<file path="src/rtl/seq_pkg.sv">
// constants, state codes and timing counts for the dual regulator sequencer
// assumes a single 50 MHz core clock and no register bus
package seq_pkg;

  // clock and time base
  localparam int unsigned CLK_PERIOD_NS  = 20;
  localparam int unsigned TIMEBASE_US    = 1000;
  localparam int unsigned SC_DEBOUNCE_US = 1000;
  localparam int unsigned MS_CYCLES      = (TIMEBASE_US * 1000) / CLK_PERIOD_NS;
  localparam int unsigned SC_CYCLES      = (SC_DEBOUNCE_US * 1000) / CLK_PERIOD_NS;

  // widths
  localparam int unsigned NUM_REG    = 2;
  localparam int unsigned NUM_AUX    = 2;
  localparam int unsigned NUM_CHAN   = NUM_REG + NUM_AUX;
  localparam int unsigned DELAY_W    = 4;
  localparam int unsigned VCODE_W    = 8;
  localparam int unsigned TIMER_W    = 16;

  // channel index of the first auxiliary output
  localparam int unsigned AUX_BASE   = NUM_REG;

  // reset values
  localparam logic          IRQ_IDLE_N   = 1'b1;
  localparam logic [7:0]    VCODE_OFF    = 8'h00;
  localparam logic [3:0]    DELAY_DONE   = 4'h0;

  // device operating states
  typedef enum logic [1:0] {
    ST_DOWN = 2'b00,
    ST_LOAD = 2'b01,
    ST_FLAG = 2'b10,
    ST_RUN  = 2'b11
  } dev_state_e;

endpackage : seq_pkg

</file>
<file path="src/rtl/dual_regulator_sequencer_irq.sv">
// sequencing, reset handling and event flags of the dual regulator device
// assumes all inputs synchronous to clock; config bits arrive as plain ports
`timescale 1ns/100ps

// What this block does
// RULE1: regulator sequenced only if on and pin-selected
// RULE2: regulator turns on after its rise delay
// RULE3: regulator turns off after its fall delay
// RULE4: enabled pin regulator targets its voltage code
// RULE5: aux output sequenced only if on and selected
// RULE6: aux output rises after its rise delay
// RULE7: aux output falls after its fall delay
// RULE8: delays only for pin edges, bits act immediately
// RULE9: soft reset pulse starts reset, self clearing
// RULE10: soft reset kills outputs, defaults, reloads fuses
// RULE11: host interface state survives soft reset
// RULE12: supply undervoltage kills outputs, resets state
// RULE13: supply recovery reloads fuses then starts up
// RULE14: irq low while any unmasked flag pending
// RULE15: reset flag raised at start-up unless masked
// RULE16: reset mask reloaded from fuses every reset
// RULE17: current limit flag clears only when inactive
// RULE18: low output for 1 ms disables regulator
// RULE19: hot warning flags; hot shutdown kills outputs
// RULE20: overvoltage kills outputs, flag sticks while present
// RULE21: output valid either direction sets one flag
// RULE22: rails ok drop sets maskable flag
// RULE23: polarity inverts pin only, not state
// RULE24: clock flag on change or missing clock
// RULE25: delays timed by millisecond timebase counters
module dual_regulator_sequencer_irq #(
  parameter int unsigned MS_CYCLES = seq_pkg::MS_CYCLES,
  parameter int unsigned SC_CYCLES = seq_pkg::SC_CYCLES
) (
  input  wire logic        clock,
  input  wire logic        rst_b,
  input  wire logic        seqEnablePin,
  input  wire logic        analogSupplyLow,
  input  wire logic        softResetBit,
  input  wire logic        otpResetMask,
  input  wire logic [1:0]  regulatorOnBit,
  input  wire logic [1:0]  regulatorPinSelect,
  input  wire logic [7:0]  regulatorVoltageCode0,
  input  wire logic [7:0]  regulatorVoltageCode1,
  input  wire logic [3:0]  regulatorRiseDelay0,
  input  wire logic [3:0]  regulatorRiseDelay1,
  input  wire logic [3:0]  regulatorFallDelay0,
  input  wire logic [3:0]  regulatorFallDelay1,
  input  wire logic [1:0]  auxOutputOnBit,
  input  wire logic [1:0]  auxOutputPinSelect,
  input  wire logic [3:0]  auxOutputRiseDelay0,
  input  wire logic [3:0]  auxOutputRiseDelay1,
  input  wire logic [3:0]  auxOutputFallDelay0,
  input  wire logic [3:0]  auxOutputFallDelay1,
  input  wire logic [1:0]  currentLimitIn,
  input  wire logic [1:0]  outputLow,
  input  wire logic [1:0]  outputValidIn,
  input  wire logic        hotWarningIn,
  input  wire logic        hotShutdownIn,
  input  wire logic        supplyOvervoltIn,
  input  wire logic        clockDetectEnable,
  input  wire logic        extClockPresent,
  input  wire logic [1:0]  currentLimitMask,
  input  wire logic [1:0]  outputValidRiseMask,
  input  wire logic [1:0]  outputValidFallMask,
  input  wire logic        hotWarningMask,
  input  wire logic        railsOkDropMask,
  input  wire logic        extClockMask,
  input  wire logic        railsOkPolarity,
  input  wire logic [1:0]  currentLimitClear,
  input  wire logic [1:0]  shortCircuitClear,
  input  wire logic [1:0]  outputValidChangeClear,
  input  wire logic        hotWarningClear,
  input  wire logic        hotShutdownClear,
  input  wire logic        supplyOvervoltClear,
  input  wire logic        railsOkDropClear,
  input  wire logic        extClockClear,
  input  wire logic        resetIndicationClear,
  output logic      [1:0]  regulatorEnable,
  output logic      [7:0]  regulatorVoltage0,
  output logic      [7:0]  regulatorVoltage1,
  output logic             auxOutput0,
  output logic             auxOutput1,
  output logic             irqOutN,
  output logic             railsOkPin,
  output logic             railsOkState,
  output logic      [1:0]  currentLimitState,
  output logic      [1:0]  outputValidState,
  output logic             hotWarningState,
  output logic             hotShutdownState,
  output logic             supplyOvervoltState,
  output logic             extClockState,
  output logic      [1:0]  currentLimitFlag,
  output logic      [1:0]  shortCircuitFlag,
  output logic      [1:0]  outputValidChangeFlag,
  output logic             hotWarningFlag,
  output logic             hotShutdownFlag,
  output logic             supplyOvervoltFlag,
  output logic             railsOkDropFlag,
  output logic             extClockFlag,
  output logic             resetIndicationFlag,
  output logic             deviceRunning
);

  localparam logic [seq_pkg::TIMER_W-1:0] MS_LAST = seq_pkg::TIMER_W'(MS_CYCLES - 1);
  localparam logic [seq_pkg::TIMER_W-1:0] SC_LAST = seq_pkg::TIMER_W'(SC_CYCLES - 1);

  typedef struct packed {
    seq_pkg::dev_state_e           st;
    logic [seq_pkg::TIMER_W-1:0]   msCnt;
    logic                          enPrev;
    logic [3:0]                    seqOn;
    logic [3:0]                    pend;
    logic [3:0]                    tgt;
    logic [3:0][3:0]               dly;
    logic [1:0][15:0]              scCnt;
    logic                          resetMask;
    logic [1:0]                    regOn;
    logic [1:0][7:0]               regVolt;
    logic [1:0]                    auxOut;
    logic                          irqN;
    logic                          railsPin;
    logic                          railsOk;
    logic [1:0]                    ilimSt;
    logic [1:0]                    pgSt;
    logic                          hotWarnSt;
    logic                          hotSdSt;
    logic                          ovSt;
    logic                          clkSt;
    logic [1:0]                    ilimFlag;
    logic [1:0]                    scFlag;
    logic [1:0]                    pgFlag;
    logic                          hotWarnFlag;
    logic                          hotSdFlag;
    logic                          ovFlag;
    logic                          railsDropFlag;
    logic                          clkFlag;
    logic                          resetFlag;
  } state_s;

  // reset image: everything off, irq released, fuse load pending
  localparam state_s RESET_VAL = '{
    st:       seq_pkg::ST_LOAD,
    msCnt:    MS_LAST,
    irqN:     seq_pkg::IRQ_IDLE_N,
    railsPin: 1'b0,
    default:  '0
  };

  state_s state_q;
  state_s state_d;

  logic [3:0]       onBit;
  logic [3:0]       pinSel;
  logic [3:0][3:0]  riseDly;
  logic [3:0][3:0]  fallDly;
  logic [1:0][7:0]  vCode;

  assign onBit   = {auxOutputOnBit, regulatorOnBit};
  assign pinSel  = {auxOutputPinSelect, regulatorPinSelect};
  assign riseDly = {auxOutputRiseDelay1, auxOutputRiseDelay0,
                    regulatorRiseDelay1, regulatorRiseDelay0};
  assign fallDly = {auxOutputFallDelay1, auxOutputFallDelay0,
                    regulatorFallDelay1, regulatorFallDelay0};
  assign vCode   = {regulatorVoltageCode1, regulatorVoltageCode0};

  always_comb begin
    logic       tick;
    logic       enRise;
    logic       enFall;
    logic       kill;
    logic       running;
    logic [3:0] chanOn;
    logic       railsOkNow;
    logic       anyIrq;
    tick       = 1'b0;
    enRise     = 1'b0;
    enFall     = 1'b0;
    kill       = 1'b0;
    running    = 1'b0;
    chanOn     = '0;
    railsOkNow = 1'b0;
    anyIrq     = 1'b0;
    state_d    = state_q;

    running = (state_q.st == seq_pkg::ST_RUN);

    // millisecond timebase, restarted on every pin edge
    tick          = (state_q.msCnt == '0);
    enRise        = seqEnablePin & ~state_q.enPrev;
    enFall        = ~seqEnablePin & state_q.enPrev;
    state_d.msCnt = tick ? MS_LAST : state_q.msCnt - 1'b1; // [RULE25]
    if (enRise | enFall) begin
      state_d.msCnt = MS_LAST; // [RULE25]
    end
    state_d.enPrev = seqEnablePin;
    // global shutdown from hot shutdown or overvoltage
    kill = hotShutdownIn | supplyOvervoltIn |
           state_q.hotSdFlag | state_q.ovFlag; // [RULE19] [RULE20]

    // per channel delayed sequencing
    for (int i = 0; i < 4; i++) begin
      if (enRise) begin
        state_d.pend[i] = 1'b1;
        state_d.tgt[i]  = 1'b1;
        state_d.dly[i]  = riseDly[i]; // [RULE2] [RULE6]
      end else if (enFall) begin
        state_d.pend[i] = 1'b1;
        state_d.tgt[i]  = 1'b0;
        state_d.dly[i]  = fallDly[i]; // [RULE3] [RULE7]
      end else if (state_q.pend[i]) begin
        if (state_q.dly[i] == seq_pkg::DELAY_DONE) begin
          state_d.seqOn[i] = state_q.tgt[i];
          state_d.pend[i]  = 1'b0;
        end else if (tick) begin
          state_d.dly[i] = state_q.dly[i] - 1'b1; // [RULE25]
        end
      end
      if (kill) begin
        state_d.seqOn[i] = 1'b0;
        state_d.pend[i]  = 1'b0;
      end
      // bit control acts at once; pin control needs both bits
      chanOn[i] = onBit[i] & (pinSel[i] ? state_q.seqOn[i] : 1'b1); // [RULE1] [RULE5] [RULE8]
    end

    // status mirrors
    state_d.ilimSt    = currentLimitIn;
    state_d.pgSt      = outputValidIn;
    state_d.hotWarnSt = hotWarningIn;
    state_d.hotSdSt   = hotShutdownIn;
    state_d.ovSt      = supplyOvervoltIn;
    state_d.clkSt     = extClockPresent;

    // regulator outputs and short circuit debounce
    for (int r = 0; r < 2; r++) begin
      if (state_q.regOn[r] & outputLow[r]) begin
        if (state_q.scCnt[r] == SC_LAST) begin
          state_d.scFlag[r] = 1'b1; // [RULE18]
        end else begin
          state_d.scCnt[r] = state_q.scCnt[r] + 1'b1;
        end
      end else begin
        state_d.scCnt[r] = '0;
      end
      if (state_q.scFlag[r] & shortCircuitClear[r]) begin
        state_d.scFlag[r] = state_d.scCnt[r] == SC_LAST && state_q.regOn[r] && outputLow[r];
      end
      state_d.regOn[r]   = chanOn[r] & ~kill & ~state_d.scFlag[r]; // [RULE18]
      state_d.regVolt[r] = state_d.regOn[r] ? vCode[r] : seq_pkg::VCODE_OFF; // [RULE4]
    end
    for (int a = 0; a < 2; a++) begin
      state_d.auxOut[a] = chanOn[seq_pkg::AUX_BASE + a] & ~kill; // [RULE6] [RULE7]
    end

    // current limit: sticky while active
    state_d.ilimFlag = currentLimitIn |
                       (state_q.ilimFlag & ~(currentLimitClear & ~currentLimitIn)); // [RULE17]

    // output valid change, either direction through its own mask
    state_d.pgFlag = (outputValidIn & ~state_q.pgSt & ~outputValidRiseMask) |
                     (~outputValidIn & state_q.pgSt & ~outputValidFallMask) |
                     (state_q.pgFlag & ~outputValidChangeClear); // [RULE21]

    // thermal and overvoltage flags hold while the condition stands
    state_d.hotWarnFlag = hotWarningIn |
                          (state_q.hotWarnFlag & ~hotWarningClear); // [RULE19]
    state_d.hotSdFlag   = hotShutdownIn |
                          (state_q.hotSdFlag & ~hotShutdownClear); // [RULE19]
    state_d.ovFlag      = supplyOvervoltIn |
                          (state_q.ovFlag & ~supplyOvervoltClear); // [RULE20]

    // rails ok: enabled regulators valid, no overvolt or hot shutdown
    railsOkNow = (&(outputValidIn | ~state_q.regOn)) & ~state_q.ovFlag & ~state_q.hotSdFlag;
    state_d.railsOk  = railsOkNow; // [RULE23]
    state_d.railsPin = railsOkNow ^ railsOkPolarity; // [RULE23]
    state_d.railsDropFlag = (state_q.railsOk & ~railsOkNow) |
                            (state_q.railsDropFlag & ~railsOkDropClear); // [RULE22]

    // external clock detector
    state_d.clkFlag = (clockDetectEnable &
                       ((extClockPresent ^ state_q.clkSt) | ~extClockPresent)) |
                      (state_q.clkFlag & ~extClockClear); // [RULE24]

    // reset indication clear
    state_d.resetFlag = state_q.resetFlag & ~resetIndicationClear;

    // interrupt pin
    anyIrq = (|(state_q.ilimFlag & ~currentLimitMask)) |
             (|state_q.scFlag) |
             (|state_q.pgFlag) |
             (state_q.hotWarnFlag & ~hotWarningMask) |
             state_q.hotSdFlag |
             state_q.ovFlag |
             (state_q.railsDropFlag & ~railsOkDropMask) |
             (state_q.clkFlag & ~extClockMask) |
             state_q.resetFlag;
    state_d.irqN = ~anyIrq; // [RULE14]

    // operating state sequence
    case (state_q.st)
      seq_pkg::ST_DOWN: begin
        state_d    = RESET_VAL;
        state_d.st = seq_pkg::ST_LOAD; // [RULE13]
      end
      seq_pkg::ST_LOAD: begin
        state_d           = RESET_VAL;
        state_d.resetMask = otpResetMask; // [RULE16]
        state_d.st        = seq_pkg::ST_FLAG;
      end
      seq_pkg::ST_FLAG: begin
        state_d           = RESET_VAL;
        state_d.resetMask = state_q.resetMask;
        state_d.resetFlag = ~state_q.resetMask; // [RULE15]
        state_d.st        = seq_pkg::ST_RUN; // [RULE13]
      end
      seq_pkg::ST_RUN: begin
        state_d.st = seq_pkg::ST_RUN;
      end
      default: begin
        state_d = RESET_VAL;
      end
    endcase
    if (!running) begin
      state_d.enPrev = 1'b0;
    end

    // soft reset pulse: defaults, then fuse reload; no host state lives here
    if (softResetBit) begin
      state_d = RESET_VAL; // [RULE9] [RULE10] [RULE11]
    end

    // undervoltage holds everything at defaults until supply returns
    if (analogSupplyLow) begin
      state_d    = RESET_VAL; // [RULE12]
      state_d.st = seq_pkg::ST_DOWN;
    end
  end

  always_ff @(posedge clock or negedge rst_b) begin
    if (!rst_b) begin
      state_q <= RESET_VAL;
    end else begin
      state_q <= state_d;
    end
  end

  assign regulatorEnable       = state_q.regOn;
  assign regulatorVoltage0     = state_q.regVolt[0];
  assign regulatorVoltage1     = state_q.regVolt[1];
  assign auxOutput0            = state_q.auxOut[0];
  assign auxOutput1            = state_q.auxOut[1];
  assign irqOutN               = state_q.irqN;
  assign railsOkPin            = state_q.railsPin;
  assign railsOkState          = state_q.railsOk;
  assign currentLimitState     = state_q.ilimSt;
  assign outputValidState      = state_q.pgSt;
  assign hotWarningState       = state_q.hotWarnSt;
  assign hotShutdownState      = state_q.hotSdSt;
  assign supplyOvervoltState   = state_q.ovSt;
  assign extClockState         = state_q.clkSt;
  assign currentLimitFlag      = state_q.ilimFlag;
  assign shortCircuitFlag      = state_q.scFlag;
  assign outputValidChangeFlag = state_q.pgFlag;
  assign hotWarningFlag        = state_q.hotWarnFlag;
  assign hotShutdownFlag       = state_q.hotSdFlag;
  assign supplyOvervoltFlag    = state_q.ovFlag;
  assign railsOkDropFlag       = state_q.railsDropFlag;
  assign extClockFlag          = state_q.clkFlag;
  assign resetIndicationFlag   = state_q.resetFlag;
  assign deviceRunning         = (state_q.st == seq_pkg::ST_RUN);

endmodule : dual_regulator_sequencer_irq

</file>
<file path="config.mk">
export PLATFORM = sky130hd
export DESIGN_NAME = dual_regulator_sequencer_irq
export DESIGN_NICKNAME = d
export VERILOG_FILES = /design/src/rtl/seq_pkg.sv /design/src/rtl/dual_regulator_sequencer_irq.sv
export SDC_FILE = /design/constraint.sdc
export NUM_CORES = 1
export LEC_CHECK = 0
export ABC_CLOCK_PERIOD_IN_PS = 4370
export BUFFER_PORTS_ARGS = -buffer_cell sky130_fd_sc_hd__buf_2
export CAP_MARGIN = 20
export CORE_UTILIZATION = 43
export DETAILED_ROUTE_END_ITERATION = 10
export HOLD_SLACK_MARGIN = 0.15
export MAX_ROUTING_LAYER = met4
export PLACE_DENSITY_LB_ADDON = 0.12
export SLEW_MARGIN = 10
export SYNTH_ARGS = -nofsm -noshare
export SYNTH_HDL_FRONTEND = slang
export SYNTH_SLANG_ARGS = --single-unit
</file>
<file path="constraint.sdc">
create_clock -name clock -period 4.37 [get_ports clock]
set_input_delay 0 -clock clock [delete_from_list [all_inputs] [get_ports clock]]
set_output_delay 0 -clock clock [all_outputs]
set_load 0.02 [all_outputs]
</file>
==> impl_results.md <==
* Total chip power at 2.80 mW
* Vias at 5765
* CTS Root Cell: clkbuf_16
* Worst-Margin Slew at 880 ps
* Critical path's slowest cell: or4_1
* RSZ-0062 raised after global routing: false
* Post-DR vias/cell at 5.28
* Top-Level Pins at 139
* Register area at 0.00302 mm²
* Largest net degree at the start of global routing at 81
* Die W at 125 µm
* CTS clk-pin slew, worst paths at 60 ps
* Setup TNS at 0 ps
* Global route total overflow at 0
* Critical path class: reg2reg
* Vias in the first global route at 5876
* Routability congestion estimate at 0.842
* Max_slew headroom at 41.1%
* Worst VDD drop at 0.249 mV
* Mapped cell area at 0.00653 mm²
* Die height at 125 µm
* DIE AREA at 0.0157 mm²
* Max Clock Skew at 9.34 ps
* Gr usage total at 23.9%
* # clock sinks at 120
* Post-DRT Antenna Nets at 0
* Mapped Cells at 683
* Skew-Pair Late Insertion Delay at 420 ps
* Leakage at 4.12 nW
* Clock tree buffer depth at 2
* Total CTS buffers at 17
* CTS tree: yes
* Worst Setup Start Kind: register
* Failing checks: design-rule violations
* Max-Cap Viols at 0
* Max Clk Rate at 268 MHz
* Cell repeated most along the worst path: and2_1
* FILL cells at 1216
* # setup viols final at 0
* Initial Util at 44.6%
* Period utilization at 85.3%
* DRT Pass-1 Iters at 10
* CP Cell Sequence: and2_1 > and2_1 > buf_4 > nand3_1 > or4_1 > nor3b_1 > dlygate4sd3_1
* H-tree Lvls at 4
* Layout area overhead at 36.0%
* Ys async rst share at 100%
* Core region area at 0.0146 mm²
* Worst Path Buf+Inv at 2
* CTS resizes at 0
* Routed WL per cell at 15.7 µm
* Port buffer count at 138
* Drc violations at 20
* Final hold viol count at 0
* Yosys warnings at 0
* # rows at 44
* Pwr dens at 316 mW/mm²
* Worst min-delay path class: in2async
* WP data required at 4720 ps
* Distinct cells, synth at 70
* Initial antenna violation count at 1
* Crit path DAT at 4080 ps
* Share of post-route cells with drive strength above 1 at 22.8%
* Sequential area share after synthesis at 46.2%
* CP Max Fanout at 24
* Final Max Slew Viols at 0
* Max incr delay on CP at 850 ps
* Final Critical Period at 3730 ps
* Multi-input gate area at 0.00305 mm²
* Post-synth net total at 791
* Most used DFF post-synth: dfrtp_1
* DP HPWL at 11.2 mm
* Post-synth EDFFs at 0
* First-pass GRT wire length at 28.7 mm
* DRT Wirelength at 17.2 mm
* Nets at 1002
* CP top delay family: simple AND/OR/NAND/NOR gates
* Seq cells post-synth at 120
* Worst Setup End Kind: register
* Outcome: finished with violations
* Iter 0 DRT Violations at 406
* Syn Area/Cell at 9.56 µm²
sequential cells by signal, summed over array words and instances (netlist names), 2 cells and up:
signal,flops
currentLimitFlag,2
currentLimitState,2
outputValidChangeFlag,2
outputValidState,2
regulatorEnable,2
regulatorVoltage0,8
regulatorVoltage1,8
shortCircuitFlag,2
state_q,77
what timing repair did:
action / in CTS / in global routing
hold buffers: 106 / 0
buffers inserted: 0 / 0
endpoints found under the hold margin: 132 / 0
power by group:
| part | internal, mW | switching, mW |
|---|---|---|
| Sequential | 1.12 | 0.00297 |
| Combinational | 0.0960 | 0.0826 |
| Clock | 0.996 | 0.508 |
metrics by stage:
stage	cells	cell area (µm²)	hold WS (ps)	utilization [%]	setup WS, ps
2_1_floorplan	683	6530	-296	-	2110
3_3_place_gp	952	7150	151	48.8	1340
3_5_place_dp	952	7150	156	48.8	1260
4_1_cts	1090	8850	175	60.4	705
5_1_grt	1092	8870	157	60.6	435
6_report	1092	8870	106	60.6	641
cells by family (layout without fill, tap and decap cells):
logic type                 count (synthesis)  after routing  synth area share (%)
DFF                                      120            120                  46.2
muxes                                     12             12                  1.84
xor gates and xnor gates                  45             45                  6.04
other                                      0              1                     0
adders and majority gates                 14             14                  2.65
AOI/OAI and AO/OA                        116            116                  12.5
buffers and inverters                     92            316                  7.06
and+or+nand+nor                          284            284                  23.7
final cells by class:
type	count	area share (%)
Tap cell	184	2.59
Timing Repair Buffer	249	20.3
Inverter	35	1.48
Sequential cell	120	34.0
Antenna cell	1	0.0282
Clock buffer	20	5.26
Clock inverter	12	1.95
Multi-Input combinational cell	471	34.4
routing by layer:
metal	vias up	global-route usage [%]	share of wire, %
met2	155	38.3	48
met1	2783	29.4	45
met3	32	5.69	5.3
met5	-	-	0
li1	2795	-	-
met4	0	8.82	1.8
synthesized netlist by cell type (3+ instances only):
master	instances	area share (%)
a21boi_1	8	0.92
ha_1	13	2.5
nor3b_1	18	2.1
o211a_1	4	0.61
and3_1	16	1.5
nand2_1	47	2.7
a32o_1	3	0.46
or3_1	7	0.67
nand3_1	25	1.9
nor2b_1	5	0.48
nor2_1	87	5.0
and2_1	4	0.38
inv_1	35	2.0
buf_4	28	3.2
nor4_1	6	0.58
xor2_1	12	1.6
buf_2	8	0.61
dfrtp_1	109	42
a31oi_1	5	0.48
clkbuf_1	19	1.1
o211ai_1	7	0.81
o2111ai_1	7	0.94
or2_2	3	0.29
nor3_1	15	1.2
and3b_1	3	0.40
nor4_2	3	0.58
dfstp_2	11	4.4
or4_1	6	0.69
o21ai_0	17	1.3
xnor2_1	33	4.4
a22oi_2	3	0.58
nand4_1	11	1.1
nand2b_1	11	1.1
a21oi_1	29	2.2
mux2i_1	12	1.8
o31ai_1	8	0.92
a211oi_1	6	0.69
worst paths after layout:
path | from | end | slack [ps] | cells past startpoint
min reg2reg | state_q[105] | state_q[105] | 470 | 1
min | rst_b | currentLimitFlag[0] | 110 | 2
max in group asynchronous | rst_b | state_q[90] | 3080 | 4
max reg2reg | state_q[121] | regulatorVoltage0[3] | 640 | 7
min in group clock | regulatorFallDelay0[3] | state_q[79] | 180 | 6
max | state_q[121] | regulatorVoltage0[3] | 640 | 7
cell usage in the layout (no fill, tap or decap), types with 8 or more instances in the layout:
master	Yosys	routed
ha_1	13	13
and3_1	16	16
xnor2_1	33	33
xor2_1	12	12
dfrtp_1	109	109
dfstp_2	11	11
o31ai_1	8	8
nand3_1	25	25
a21boi_1	8	8
a21oi_1	29	29
clkbuf_16	0	17
inv_1	35	35
mux2i_1	12	12
dlygate4sd3_1	0	106
buf_2	8	137
nand4_1	11	11
nand2_1	47	47
nor2_1	87	87
nor3b_1	18	18
nor3_1	15	15
o21ai_0	17	17
nand2b_1	11	11
worst register-to-register path, delay by kind of cell, from the launching register on:
family / cells / cell delay [ps]
buf+inv: 2 / 900
flops: 1 / 570
simple gates: 5 / 2190
Power figures use the tool's default switching activity.
